===== config.mk =====
export PLATFORM = sky130hd
export DESIGN_NAME = bme_core
export DESIGN_NICKNAME = d
export VERILOG_FILES = /design/src/rtl/bme_pkg.sv /design/src/rtl/bme_rf_if.sv /design/src/rtl/bme_core.sv /design/src/rtl/bme_regfile.sv
export VERILOG_INCLUDE_DIRS = /design/src /design/src/rtl
export SDC_FILE = /design/constraint.sdc
export NUM_CORES = 1
export LEC_CHECK = 0
export BUFFER_PORTS_ARGS = -buffer_cell sky130_fd_sc_hd__buf_2
export CORE_UTILIZATION = 46
export CTS_BUF_LIST = sky130_fd_sc_hd__clkbuf_2 sky130_fd_sc_hd__clkbuf_4 sky130_fd_sc_hd__clkbuf_8
export CTS_CLUSTER_DIAMETER = 200
export DETAILED_ROUTE_END_ITERATION = 16
export PLACE_DENSITY = 0.7
export SETUP_SLACK_MARGIN = 0.05
export SLEW_MARGIN = 5
export SYNTH_ARGS = -nofsm -noshare
export SYNTH_HDL_FRONTEND = slang
export SYNTH_SLANG_ARGS = --single-unit

===== constraint.sdc =====
create_clock -name hclk -period 12.62 [get_ports hclk]
set_input_delay 1.893 -clock hclk [delete_from_list [all_inputs] [get_ports hclk]]
set_output_delay 1.893 -clock hclk [all_outputs]
set_load 0.05 [all_outputs]

===== src/rtl/bme_params.svh =====
// constants for the byte move execution block
`ifndef BME_PARAMS_SVH
`define BME_PARAMS_SVH

// ----------------------------------------------------------------
// register offsets (byte addresses, haddr[7:0])
// ----------------------------------------------------------------
`define BME_OFF_CTRL 8'h00
`define BME_OFF_STATUS 8'h04
`define BME_OFF_INSTR_LO 8'h08
`define BME_OFF_INSTR_HI 8'h0C
`define BME_OFF_FLAGS 8'h10
`define BME_OFF_GPR_BASE 8'h20

// ----------------------------------------------------------------
// field positions
// ----------------------------------------------------------------
`define BME_CTRL_START 0
`define BME_ST_BUSY 0
`define BME_ST_DONE 1
`define BME_ST_ILLEGAL 2
`define BME_ST_LEN_LSB 8
`define BME_ST_STATES_LSB 16
`define BME_FL_I 7
`define BME_FL_H 5
`define BME_FL_N 3
`define BME_FL_Z 2
`define BME_FL_V 1
`define BME_FL_C 0
`define BME_FORM_LAST 8'h0E

// ----------------------------------------------------------------
// reset values
// ----------------------------------------------------------------
`define BME_RST_FLAGS 8'h80
`define BME_RST_INSTR 32'h0000_0000

// ----------------------------------------------------------------
// instruction length in bytes and execution states per form
// ----------------------------------------------------------------
`define BME_LEN_2 4'h2
`define BME_LEN_4 4'h4
`define BME_LEN_6 4'h6
`define BME_LEN_8 4'h8
`define BME_STATES_2 4'h2
`define BME_STATES_4 4'h4
`define BME_STATES_6 4'h6
`define BME_STATES_8 4'h8
`define BME_STATES_10 4'hA

`endif


===== src/rtl/bme_pkg.sv =====
// types for the byte move execution block
package bme_pkg;

  // ----------------------------------------------------------------
  // instruction forms (low nibble of instruction byte 0)
  // ----------------------------------------------------------------
  typedef enum logic [3:0] {
    BME_F_IMM = 4'h0,
    BME_F_REG = 4'h1,
    BME_F_LD_IND = 4'h2,
    BME_F_LD_D16 = 4'h3,
    BME_F_LD_D24 = 4'h4,
    BME_F_LD_PINC = 4'h5,
    BME_F_LD_ABS8 = 4'h6,
    BME_F_LD_ABS16 = 4'h7,
    BME_F_LD_ABS24 = 4'h8,
    BME_F_ST_IND = 4'h9,
    BME_F_ST_D16 = 4'hA,
    BME_F_ST_D24 = 4'hB,
    BME_F_ST_ABS8 = 4'hC,
    BME_F_ST_ABS16 = 4'hD,
    BME_F_ST_ABS24 = 4'hE,
    BME_F_BAD = 4'hF
  } bme_form_t;

  // ----------------------------------------------------------------
  // execution sequencer, gray coded along idle-exec-mem-wb
  // ----------------------------------------------------------------
  typedef enum logic [1:0] {
    BME_S_IDLE = 2'b00,
    BME_S_EXEC = 2'b01,
    BME_S_MEM = 2'b11,
    BME_S_WB = 2'b10
  } bme_state_t;

endpackage


===== src/rtl/bme_rf_if.sv =====
// carrier between the executor and its general register file
`timescale 1ns/1ps
interface bme_rf_if;
  logic [2:0] ra_idx;
  logic [31:0] ra_data;
  logic [2:0] rb_idx;
  logic [31:0] rb_data;
  logic wb_en;
  logic [2:0] wb_idx;
  logic [3:0] wb_be;
  logic [31:0] wb_data;
  logic ww_en;
  logic [2:0] ww_idx;
  logic [31:0] ww_data;

  modport core (
    output ra_idx, rb_idx, wb_en, wb_idx, wb_be, wb_data, ww_en, ww_idx, ww_data,
    input ra_data, rb_data
  );
  modport rf (
    input ra_idx, rb_idx, wb_en, wb_idx, wb_be, wb_data, ww_en, ww_idx, ww_data,
    output ra_data, rb_data
  );
endinterface


===== src/rtl/bme_core.sv =====
// byte move executor with ahb-lite control slave and byte memory port
//
// Design decisions made here: the AHB-Lite slave port and the address map.
`timescale 1ns/1ps
`include "bme_params.svh"
module bme_core
  import bme_pkg::*;
(
  input wire logic hclk,
  input wire logic hresetn,
  input wire logic hsel,
  input wire logic [31:0] haddr,
  input wire logic [1:0] htrans,
  input wire logic hwrite,
  input wire logic [2:0] hsize,
  input wire logic [31:0] hwdata,
  input wire logic hready,
  output logic hreadyout,
  output logic hresp,
  output logic [31:0] hrdata,
  output logic mem_req,
  output logic mem_we,
  output logic [23:0] mem_addr,
  output logic [7:0] mem_wdata,
  input wire logic [7:0] mem_rdata,
  input wire logic mem_ack
);

  bme_rf_if rf ();

  bme_regfile u_rf (
    .hclk(hclk),
    .hresetn(hresetn),
    .rf(rf)
  );

  // ----------------------------------------------------------------
  // state
  // ----------------------------------------------------------------
  bme_state_t state_r;
  bme_state_t state_nxt;
  logic [3:0] cnt_r;
  logic [31:0] instr_lo_r;
  logic [31:0] instr_hi_r;
  logic [7:0] flags_r;
  logic [7:0] ld_val_r;
  logic done_r;
  logic illegal_r;
  logic dp_wr_r;
  logic dp_rd_r;
  logic [7:0] dp_addr_r;
  logic rd_ok_r;

  // ----------------------------------------------------------------
  // instruction decode
  // ----------------------------------------------------------------
  wire form_ok = instr_lo_r[7:0] <= `BME_FORM_LAST;
  wire bme_form_t form = form_ok ? bme_form_t'(instr_lo_r[3:0]) : BME_F_BAD;
  wire [3:0] dst_f = instr_lo_r[11:8];
  wire [3:0] src_f = instr_lo_r[15:12];
  wire [15:0] d16 = instr_lo_r[31:16];
  wire [23:0] d24 = instr_hi_r[23:0];
  wire [7:0] imm8 = instr_lo_r[23:16];

  function automatic logic [7:0] len_states(input bme_form_t f);
    case (f)
      BME_F_IMM, BME_F_REG: len_states = {`BME_LEN_2, `BME_STATES_2};
      BME_F_LD_IND, BME_F_ST_IND: len_states = {`BME_LEN_2, `BME_STATES_4};
      BME_F_LD_D16, BME_F_ST_D16: len_states = {`BME_LEN_4, `BME_STATES_6};
      BME_F_LD_D24, BME_F_ST_D24: len_states = {`BME_LEN_8, `BME_STATES_10};
      BME_F_LD_PINC: len_states = {`BME_LEN_2, `BME_STATES_6};
      BME_F_LD_ABS8, BME_F_ST_ABS8: len_states = {`BME_LEN_2, `BME_STATES_4};
      BME_F_LD_ABS16, BME_F_ST_ABS16: len_states = {`BME_LEN_4, `BME_STATES_6};
      BME_F_LD_ABS24, BME_F_ST_ABS24: len_states = {`BME_LEN_6, `BME_STATES_8};
      default: len_states = 8'h00;
    endcase
  endfunction

  wire [7:0] ls = len_states(form);
  wire [3:0] ins_len = ls[7:4];
  wire [3:0] ins_states = ls[3:0];

  wire is_store = (form == BME_F_ST_IND) || (form == BME_F_ST_D16)
    || (form == BME_F_ST_D24) || (form == BME_F_ST_ABS8)
    || (form == BME_F_ST_ABS16) || (form == BME_F_ST_ABS24);
  wire is_mem = (form != BME_F_IMM) && (form != BME_F_REG) && (form != BME_F_BAD);
  wire uses_ptr = (form == BME_F_LD_IND) || (form == BME_F_LD_D16)
    || (form == BME_F_LD_D24) || (form == BME_F_LD_PINC)
    || (form == BME_F_ST_IND) || (form == BME_F_ST_D16) || (form == BME_F_ST_D24);

  // ----------------------------------------------------------------
  // operands and effective address
  // ----------------------------------------------------------------
  // pointer is the 32-bit register named by source (loads) or destination (stores)
  wire [2:0] ptr_idx = is_store ? dst_f[2:0] : src_f[2:0];
  // byte register: bit 3 picks low byte, clear picks high byte
  wire [2:0] byte_src_idx = is_store ? src_f[2:0] : src_f[2:0];
  wire [7:0] src_byte = src_f[3] ? rf.rb_data[7:0] : rf.rb_data[15:8];
  wire [31:0] ptr = rf.ra_data;
  wire [31:0] d16_ext = {{16{d16[15]}}, d16};
  wire [31:0] d24_ext = {{8{d24[23]}}, d24};

  wire [31:0] ea =
    ((form == BME_F_LD_D16) || (form == BME_F_ST_D16)) ? ptr + d16_ext :
    ((form == BME_F_LD_D24) || (form == BME_F_ST_D24)) ? ptr + d24_ext :
    ((form == BME_F_LD_ABS8) || (form == BME_F_ST_ABS8)) ? {24'hFFFFFF, imm8} :
    ((form == BME_F_LD_ABS16) || (form == BME_F_ST_ABS16)) ? d16_ext :
    ((form == BME_F_LD_ABS24) || (form == BME_F_ST_ABS24)) ? {8'h00, d24} :
    ptr;

  wire [7:0] move_val = (form == BME_F_IMM) ? imm8 :
    (form == BME_F_REG || is_store) ? src_byte : ld_val_r;

  // ----------------------------------------------------------------
  // ahb-lite decode
  // ----------------------------------------------------------------
  wire idle = state_r == BME_S_IDLE;
  wire ap_valid = hsel && htrans[1] && hready;
  wire dp_gpr = dp_addr_r[7:5] == 3'b001;
  wire wr_ctrl = dp_wr_r && idle && (dp_addr_r == `BME_OFF_CTRL);
  wire wr_ilo = dp_wr_r && idle && (dp_addr_r == `BME_OFF_INSTR_LO);
  wire wr_ihi = dp_wr_r && idle && (dp_addr_r == `BME_OFF_INSTR_HI);
  wire wr_flags = dp_wr_r && idle && (dp_addr_r == `BME_OFF_FLAGS);
  wire wr_gpr = dp_wr_r && idle && dp_gpr;
  wire start = wr_ctrl && hwdata[`BME_CTRL_START];
  wire start_ok = start && (form != BME_F_BAD);

  // port a serves bus reads while idle, the pointer otherwise
  assign rf.ra_idx = !idle ? ptr_idx : (dp_rd_r && dp_gpr) ? dp_addr_r[4:2] : haddr[4:2];
  assign rf.rb_idx = byte_src_idx;

  assign hreadyout = !(dp_rd_r && dp_gpr && !rd_ok_r);
  assign hresp = 1'b0;

  wire [31:0] status_word = {12'h000, ins_states, 4'h0, ins_len, 5'h00,
    illegal_r, done_r, !idle};

  assign hrdata = !dp_rd_r ? 32'h0000_0000 :
    dp_gpr ? rf.ra_data :
    (dp_addr_r == `BME_OFF_STATUS) ? status_word :
    (dp_addr_r == `BME_OFF_INSTR_LO) ? instr_lo_r :
    (dp_addr_r == `BME_OFF_INSTR_HI) ? instr_hi_r :
    (dp_addr_r == `BME_OFF_FLAGS) ? {24'h000000, flags_r} :
    32'h0000_0000;

  always_ff @(posedge hclk or negedge hresetn) begin
    if (!hresetn) begin
      dp_wr_r <= 1'b0;
      dp_rd_r <= 1'b0;
      dp_addr_r <= 8'h00;
    end else if (hreadyout) begin
      dp_wr_r <= ap_valid && hwrite;
      dp_rd_r <= ap_valid && !hwrite;
      dp_addr_r <= haddr[7:0];
    end
  end

  always_ff @(posedge hclk or negedge hresetn) begin
    if (!hresetn) begin
      rd_ok_r <= 1'b0;
    end else begin
      rd_ok_r <= idle;
    end
  end

  // ----------------------------------------------------------------
  // software-visible registers
  // ----------------------------------------------------------------
  always_ff @(posedge hclk or negedge hresetn) begin
    if (!hresetn) begin
      instr_lo_r <= `BME_RST_INSTR;
      instr_hi_r <= `BME_RST_INSTR;
    end else begin
      if (wr_ilo) begin
        instr_lo_r <= hwdata;
      end
      if (wr_ihi) begin
        instr_hi_r <= hwdata;
      end
    end
  end

  wire wb_now = state_r == BME_S_WB;
  wire [7:0] flags_upd = {flags_r[7:4], move_val[7], move_val == 8'h00, 1'b0,
    flags_r[`BME_FL_C]};

  always_ff @(posedge hclk or negedge hresetn) begin
    if (!hresetn) begin
      flags_r <= `BME_RST_FLAGS;
    end else if (wb_now) begin
      flags_r <= flags_upd;
    end else if (wr_flags) begin
      flags_r <= hwdata[7:0];
    end
  end

  always_ff @(posedge hclk or negedge hresetn) begin
    if (!hresetn) begin
      done_r <= 1'b0;
      illegal_r <= 1'b0;
    end else begin
      if (wb_now) begin
        done_r <= 1'b1;
      end else if (start) begin
        done_r <= 1'b0;
      end
      if (start) begin
        illegal_r <= form == BME_F_BAD;
      end
    end
  end

  // ----------------------------------------------------------------
  // execution sequencer: exec for states-2, memory until ack (one cycle without access), writeback
  // ----------------------------------------------------------------
  always_comb begin
    state_nxt = state_r;
    case (state_r)
      BME_S_IDLE: begin
        if (start_ok) begin
          state_nxt = (ins_states == `BME_STATES_2) ? BME_S_MEM : BME_S_EXEC;
        end
      end
      BME_S_EXEC: begin
        if (cnt_r == 4'h1) begin
          state_nxt = BME_S_MEM;
        end
      end
      BME_S_MEM: begin
        if (!is_mem || mem_ack) begin
          state_nxt = BME_S_WB;
        end
      end
      BME_S_WB: state_nxt = BME_S_IDLE;
      default: state_nxt = BME_S_IDLE;
    endcase
  end

  always_ff @(posedge hclk or negedge hresetn) begin
    if (!hresetn) begin
      state_r <= BME_S_IDLE;
      cnt_r <= 4'h0;
    end else begin
      state_r <= state_nxt;
      if (start_ok && idle) begin
        cnt_r <= ins_states - `BME_STATES_2;
      end else if (state_r == BME_S_EXEC) begin
        cnt_r <= cnt_r - 4'h1;
      end
    end
  end

  // ----------------------------------------------------------------
  // memory port
  // ----------------------------------------------------------------
  wire mem_phase = (state_r == BME_S_MEM) && is_mem;
  assign mem_req = mem_phase;
  assign mem_we = mem_phase && is_store;

  always_ff @(posedge hclk or negedge hresetn) begin
    if (!hresetn) begin
      mem_addr <= 24'h000000;
      mem_wdata <= 8'h00;
    end else if (state_nxt == BME_S_MEM) begin
      mem_addr <= uses_ptr ? ea[23:0] : ea[23:0];
      mem_wdata <= src_byte;
    end
  end

  always_ff @(posedge hclk or negedge hresetn) begin
    if (!hresetn) begin
      ld_val_r <= 8'h00;
    end else if (mem_phase && mem_ack && !is_store) begin
      ld_val_r <= mem_rdata;
    end
  end

  // ----------------------------------------------------------------
  // register writeback
  // ----------------------------------------------------------------
  wire is_load = !is_store && (form != BME_F_BAD);
  wire [3:0] lane_be = dst_f[3] ? 4'b0001 : 4'b0010;

  assign rf.wb_en = (wb_now && is_load) || (wr_gpr && !wb_now);
  assign rf.wb_idx = wb_now ? dst_f[2:0] : dp_addr_r[4:2];
  assign rf.wb_be = wb_now ? lane_be : 4'b1111;
  assign rf.wb_data = wb_now ? {4{move_val}} : hwdata;
  // pointer bump lands under the byte write when both name one register
  assign rf.ww_en = wb_now && (form == BME_F_LD_PINC);
  assign rf.ww_idx = src_f[2:0];
  assign rf.ww_data = ptr + 32'h0000_0001;

endmodule


===== src/rtl/bme_regfile.sv =====
// eight 32-bit general registers, two registered read ports, two write ports
`timescale 1ns/1ps
module bme_regfile
  import bme_pkg::*;
(
  input wire logic hclk,
  input wire logic hresetn,
  bme_rf_if.rf rf
);

  logic [31:0] gpr_r [8];

  // ----------------------------------------------------------------
  // storage: full word write first, byte lanes laid over it
  // ----------------------------------------------------------------
  genvar gi;
  genvar gl;
  generate
    for (gi = 0; gi < 8; gi++) begin : g_ent
      for (gl = 0; gl < 4; gl++) begin : g_lane
        wire ww_hit = rf.ww_en && (rf.ww_idx == 3'(gi));
        wire wb_hit = rf.wb_en && (rf.wb_idx == 3'(gi)) && rf.wb_be[gl];
        always_ff @(posedge hclk or negedge hresetn) begin
          if (!hresetn) begin
            gpr_r[gi][gl*8 +: 8] <= 8'h00;
          end else if (wb_hit) begin
            gpr_r[gi][gl*8 +: 8] <= rf.wb_data[gl*8 +: 8];
          end else if (ww_hit) begin
            gpr_r[gi][gl*8 +: 8] <= rf.ww_data[gl*8 +: 8];
          end
        end
      end
    end
  endgenerate

  // ----------------------------------------------------------------
  // registered reads
  // ----------------------------------------------------------------
  always_ff @(posedge hclk or negedge hresetn) begin
    if (!hresetn) begin
      rf.ra_data <= 32'h0000_0000;
      rf.rb_data <= 32'h0000_0000;
    end else begin
      rf.ra_data <= gpr_r[rf.ra_idx];
      rf.rb_data <= gpr_r[rf.rb_idx];
    end
  end

endmodule


Word-level counts from Yosys, hierarchy flattened
Memory sizes are Yosys's and may differ from the RTL's.
Cells that the tools add are included.
W data, S select, Z words.
{"block": "totals", "ff_bits": 435, "rom_bits": 96, "input_bits": 83, "output_inout_bits": 68, "wordCells": 341, "mem_count": 1}
{"block": "classes", "add_sub_neg": 5, "order_cmp": 3, "eq_ne": 41, "n_mux": 103, "bitwise": 3, "n_reduce_logical": 136}
{"memory": "(name not given)", "words": 16, "width": 6, "rd": 1, "rd_ports_with_merged_regs": 0, "wr": 0, "line_no": "bme_core.sv:66", "rtl": "case (f)"}
{"cell": "$mux W8", "count": 68}
{"cell": "$mux W32", "count": 8}
{"cell": "$bmux W32 S3", "count": 2}
{"cell": "$mux W24", "count": 5}
{"cell": "$logic_and A1 B1 Y1", "count": 73}
{"cell": "$reduce_bool A2 Y1", "count": 35}
{"cell": "$add A24 B24 Y24", "count": 2}
{"cell": "$add A32 B1 Y32 const B", "count": 1}
{"cell": "$eq A4 B4 Y1 const B", "count": 8}
{"cell": "$mux W16", "count": 2}
{"cell": "$eq A3 B3 Y1 const B", "count": 8}
{"cell": "$mux W4", "count": 6}
{"cell": "$eq A4 B3 Y1 const B", "count": 4}
{"cell": "$eq A8 B4 Y1 const B", "count": 2}
{"cell": "$logic_not A8 Y1", "count": 2}
{"cell": "$logic_or A1 B1 Y1", "count": 13}
{"cell": "$eq A3 B2 Y1 const B", "count": 4}
{"cell": "$mux W3", "count": 4}
{"cell": "$mux W2", "count": 5}
{"cell": "$eq A3 B1 Y1 const B", "count": 3}
{"cell": "$eq A4 B1 Y1 const B", "count": 2}
{"cell": "$eq A4 B2 Y1 const B", "count": 2}
{"cell": "$eq A8 B3 Y1 const B", "count": 1}
{"cell": "$eq A8 B5 Y1 const B", "count": 1}
{"cell": "18 further kinds", "count": 30}

Depth between registers and ports, before layout
{"block": "logic_depth", "word_depth": 15, "depth_mapped": 18, "mapped_depth_nobuf": 15}

Cells and area by module
From an unflattened synthesis, not the netlist that was laid out.
{"block": "hier_totals", "cells_unflattened": 2345, "area_unflattened_um2": 29150.5}
{"module": "bme_regfile", "n_inst": 1, "cells_per_inst": 1160, "area_each_um2": 18418.9, "seq_area_each_um2": 8007.7}
{"module": "bme_core", "n_inst": 1, "cells_per_inst": 1185, "area_each_um2": 10731.5, "seq_area_each_um2": 3279.4}

Least setup slack after synthesis
Ideal clock, no wire load.
{"block": "synth_timing", "path_type": "reg-to-output", "start": "register instr_lo_r[7]", "end": "output port hrdata[11]", "arrival_ns": 3.624, "required_ns": 10.727, "setup_slack_ns": 7.103, "stages_incl_launch_ff": 15, "n_path_buf": 4, "cell_sequence": "dfrtp_1 > or4_1 > buf_4 > buf_2 > nor2_1 > ha_1 > clkbuf_1 > inv_1 > or3_1 > nand2_1 > nand2_1 > clkbuf_1 > o21ai_0 > a222oi_1 > nor2_1"}
{"block": "synth_via", "elab_chain_cells": 6}
{"item": "start: declaration", "line_no": "bme_core.sv:43", "rtl": "logic [31:0] instr_lo_r;"}
{"item": "start signal: assignment", "line_no": "bme_core.sv:171", "rtl": "instr_lo_r <= `BME_RST_INSTR;"}
{"item": "start signal: assignment", "line_no": "bme_core.sv:175", "rtl": "instr_lo_r <= hwdata;"}
{"item": "$le A8 B4 Y1 (no line)"}
{"item": "$mux W4", "line_no": "bme_core.sv:58", "rtl": "wire bme_form_t form = form_ok ? bme_form_t'(instr_lo_r[3:0]) : BME_F_BAD;"}
{"item": "$mem_v2 Z16 W6"}
{"item": "$mux W32", "line_no": "bme_core.sv:140", "rtl": "(dp_addr_r == `BME_OFF_STATUS) ? status_word :"}
{"item": "$mux W32", "line_no": "bme_core.sv:139", "rtl": "dp_gpr ? rf.ra_data :"}
{"item": "$mux W32", "line_no": "bme_core.sv:138", "rtl": "assign hrdata = !dp_rd_r ? 32'h0000_0000 :"}
{"item": "end: declaration", "line_no": "bme_core.sv:20", "rtl": "output logic [31:0] hrdata,"}
Every way passes these cells.

Worst setup path after layout
Ends and elaborated chain as after synthesis.

==> impl_metrics.csv <==
group,metric,value,unit
run_status,status,"finished clean",
place,globalplace.congestion,0.986,
job,cap_viol_max_count,0,
final_layout,nNetsFinal,2880,
cts,cts-buffers-inserted,75,
floorplan,die_w,240,um
pwr,p_int,2390,uW
cts,clockBufferDepth,3,
pwr,switching_share,29.8,%
synth,netlist_top_cells_area,"dfrtp_1, mux2i_1, mux2_2",
synth,synth_top_family_by_area,"compound AO/OA/AOI/OAI gates",
routing,dr.first_iter.drc_count,2947,
floorplan,core,0.0556,mm^2
routing,wire_per_inst,27.1,um
synth,synth_edf_count,0,
worst_hold_path,min_path_cells,2,
worst_hold_path,hold_path_class,"register to register",
synth,yosysSeqAreaShare,41.7,%
timing,setup_viol_count_final,0,
routing,drtPass1Iterations,9,
synth,synth_xor_area_share,2.15,%
cts,cts_root_buf,"clkbuf_8",
routing,vias_per_cell,6.70,
grt,grt_overflow_total,0,
timing,drv_slew,0,
worst_setup_path,cp.arrival,4.93,ns
cts,cts_tree,"built",
synth,synth_cells,2668,
place,io_buffers,121,
grt,antenna_found_initial,2,
synth,synth_warnings,0,
synth,ys_ff_latch,435,
timing,fin_crit,6.82,ns
cts,cts_resized,0,
routing,ant_nets,0,
final_layout,regArea,0.0109,mm^2
synth,syn_nets,2810,
place,dp_hpwl,64300,um
synth,synth_cell_types,86,
worst_setup_path,rr_startpoint,"instr_lo_r[7]$_DFFE_PN0P_",
worst_hold_path,min_from,"mem_wdata[5]$_DFFE_PN0N_",
synth,yosysTopAreaCell,"dfrtp_1",
grt,grt_pass1_wl,143000,um
final_layout,area_growth,10.9,%
final_layout,multi_input_area,0.0144,mm^2
routing,postRouteWirelength,96100,um
timing,max_freq,0.147,GHz
floorplan,num_rows,86,
worst_setup_path,cp_max_fo,16,
pwr,p_comb_share,14.3,%
worst_setup_path,cpPeakStageDelay,0.88,ns
synth,syn_area_per_cell,9.79,um^2
timing,slew_headroom,8.99,%
worst_setup_path,end_kind,"output pin",
timing,fin_setup_tns,0,ns
worst_hold_path,holdPathEnd,"mem_wdata[5]$_DFFE_PN0N_",
worst_setup_path,cp_slowest_cell,"or4_1",
cts,cts.sinks,435,
final_layout,final_cell_mix,"dfrtp_1, nand2_1, nor2_1",
grt,grt_usage,33.3,%
worst_setup_path,crit_chain,"or4_1 > nor2_1 > ha_1 > inv_1 > or3_1 > nand2_1 > nand2_1 > o21ai_0 > a222oi_1 > nor2_1 > buf_2",
synth,synthArstFlopShare,100,%
worst_setup_path,reg2reg_to,"u_rf.rf.ra_data[29]$_DFF_PN0_",
synth,synthAdderAreaFrac,2.88,%
floorplan,fp.dieH,240,um
worst_setup_path,rrSetupSlack,6.80,ns
worst_setup_path,required,10.73,ns
pwr,seq_power_share,45.1,%
cts,h-tree-depth,3,
routing,num_vias,23732,
synth,synth-main-ff-cell,"dfrtp_1",
timing,finalHoldViolations,0,
grt,grt_start_max_net_pins,90,
floorplan,die-area,0.0578,mm^2
final_layout,fill_cells,4961,
timing,fin_skew,0.0394,ns
cts,cts_hold_buffers,0,
synth,synth-compound-area-share,21.3,%
synth,netlist_area,0.0261,mm^2
grt,grt_pass1_vias,23069,
final_layout,fin_util,52.1,%
pwr,irDropWorstVdd,0.0622,mV
cts,clk_pin_slew_worst_paths,0.06,ns
synth,synth_simple_gate_area_share,13.0,%
pwr,netSwitchingPower,1020,uW
final_layout,mostFrequentLayoutCell,"dfrtp_1",
timing,rsz0062_at_grt,"no",
floorplan,io_pins,151,
worst_setup_path,r2r_cells,13,
floorplan,start_util,47.0,%
worst_setup_path,crit_type,"register to output pin",
synth,synthMuxAreaShare,15.4,%
timing,fin_crit_sh,54.1,%
timing,tightest_slew,1.36,ns
pwr,p_leak,0.0120,uW
cts,cts_setup_buffers,0,
synth,synth_top_area_share,41.6,%
pwr,cellPowerDensity,118,mW/mm^2
worst_setup_path,cp-start-kind,"register",
routing,drc_errors,0,
pwr,power_frac_clock,40.6,%
final_layout,drive_gt1_share,18.8,%
cts,insertion_delay,0.70,ns
[flip-flops by register name, summed over array words and instances, names as in the netlist]
| signal | flops |
|---|---|
| dp_addr_r | 8 |
| dp_rd_r | 1 |
| instr_hi_r | 32 |
| rd_ok_r | 1 |
| instr_lo_r | 32 |
| cnt_r | 4 |
| u_rf.gpr_r | 256 |
| illegal_r | 1 |
| dp_wr_r | 1 |
| ld_val_r | 8 |
| u_rf.rf.ra_data | 32 |
| mem_wdata | 8 |
| flags_r | 8 |
| u_rf.rf.rb_data | 16 |
| state_r | 2 |
| mem_addr | 24 |
| done_r | 1 |
[synth_stat cells, types with 8 or more instances]
| library cell | n |
|---|---|
| o21ai_0 | 203 |
| nand2_1 | 342 |
| o221ai_1 | 19 |
| nor3_1 | 19 |
| nand4_1 | 21 |
| mux4_2 | 33 |
| mux2i_1 | 184 |
| nor2_1 | 224 |
| xnor2_1 | 38 |
| buf_2 | 41 |
| mux2_2 | 127 |
| a31oi_1 | 14 |
| a32o_1 | 33 |
| o21a_1 | 12 |
| ha_1 | 57 |
| dfrtp_1 | 434 |
| inv_1 | 38 |
| and2_1 | 17 |
| a221o_1 | 60 |
| nor2b_1 | 21 |
| o211ai_1 | 85 |
| o21bai_1 | 17 |
| xor2_1 | 26 |
| or2_2 | 8 |
| a21o_1 | 23 |
| nand2b_1 | 10 |
| o21ai_1 | 12 |
| nand3_1 | 27 |
| a211oi_1 | 33 |
| a222oi_1 | 9 |
| buf_1 | 19 |
| clkbuf_1 | 111 |
| a221oi_1 | 38 |
| a21oi_1 | 101 |
| o31ai_1 | 8 |
| a22oi_1 | 60 |
| and3_1 | 15 |
| or3_1 | 9 |
[kinds of logic after synthesis]
logic type                 after synthesis
AOI/OAI and AO/OA                      789
xor gates and xnor gates                64
adders and majority gates               59
buffers and inverters                  220
DFF                                    435
muxes                                  344
other                                    1
and+or+nand+nor                        756
[worst max-delay path by stage]
| stage | cells past startpoint | from | end | slack, ns |
|---|---|---|---|---|
| floorplan | 14 | instr_lo_r[7]$_DFFE_PN0P_ | hrdata[11] | 7.10 |
| global placement | 11 | instr_lo_r[7]$_DFFE_PN0P_ | hrdata[11] | 6.66 |
| detailed placement | 11 | instr_lo_r[7]$_DFFE_PN0P_ | hrdata[11] | 6.60 |
| CTS | 11 | instr_lo_r[7]$_DFFE_PN0P_ | hrdata[11] | 5.87 |
| global route | 11 | instr_lo_r[7]$_DFFE_PN0P_ | hrdata[18] | 5.65 |
| finish | 11 | instr_lo_r[7]$_DFFE_PN0P_ | hrdata[11] | 5.80 |
[routing by layer]
layer	vias up	global-route usage, %	wire (um)	part of all wire, %
met5	-	0	0	0
met4	0	20.2	5860	6.1
met3	368	7.82	11000	11
met2	1658	51.5	43300	45
met1	11586	42.3	36000	37
li1	10120	-	-	-
[power by group through the flow]
stage | registers, uW | logic [uW] | clock network [uW]
global route | 1540 | 528 | 1450
floorplan | 1520 | 332 | 0
global placement | 1550 | 463 | 0
finish | 1540 | 485 | 1380
CTS | 1530 | 478 | 1390
detailed placement | 1550 | 475 | 0
[per-stage QoR]
stage	cell area, um^2	setup WS (ns)	hold WS (ns)	power, uW	cells
global route	29000	5.65	0.493	3520	3541
finish	29000	5.80	0.475	3400	3543
floorplan	26100	7.10	0.443	1850	2668
detailed placement	27400	6.60	0.467	2030	3409
global placement	27400	6.66	0.459	2010	3409
CTS	29000	5.87	0.481	3400	3540
[critical path: cells and delay by family, from the launching register on]
family / cells / cell delay (ns)
and+or+nand+nor: 6 / 2.34
buffers and inverters: 2 / 0.52
adders and majority gates: 1 / 0.49
AOI/OAI and AO/OA: 2 / 0.46
DFF: 1 / 0.43
[layout make-up]
class                      instances  share of cell area [%]
timing repair buffer             174                    3.50
tap                              748                    3.23
antenna                            3                  0.0259
clock buffer                     112                    4.98
multi-input combinational       2013                    49.7
clock inverter                    19                   0.479
inverter                          39                   0.505
sequential                       435                    37.6
Note: power is estimated with default switching activity, not from simulation.
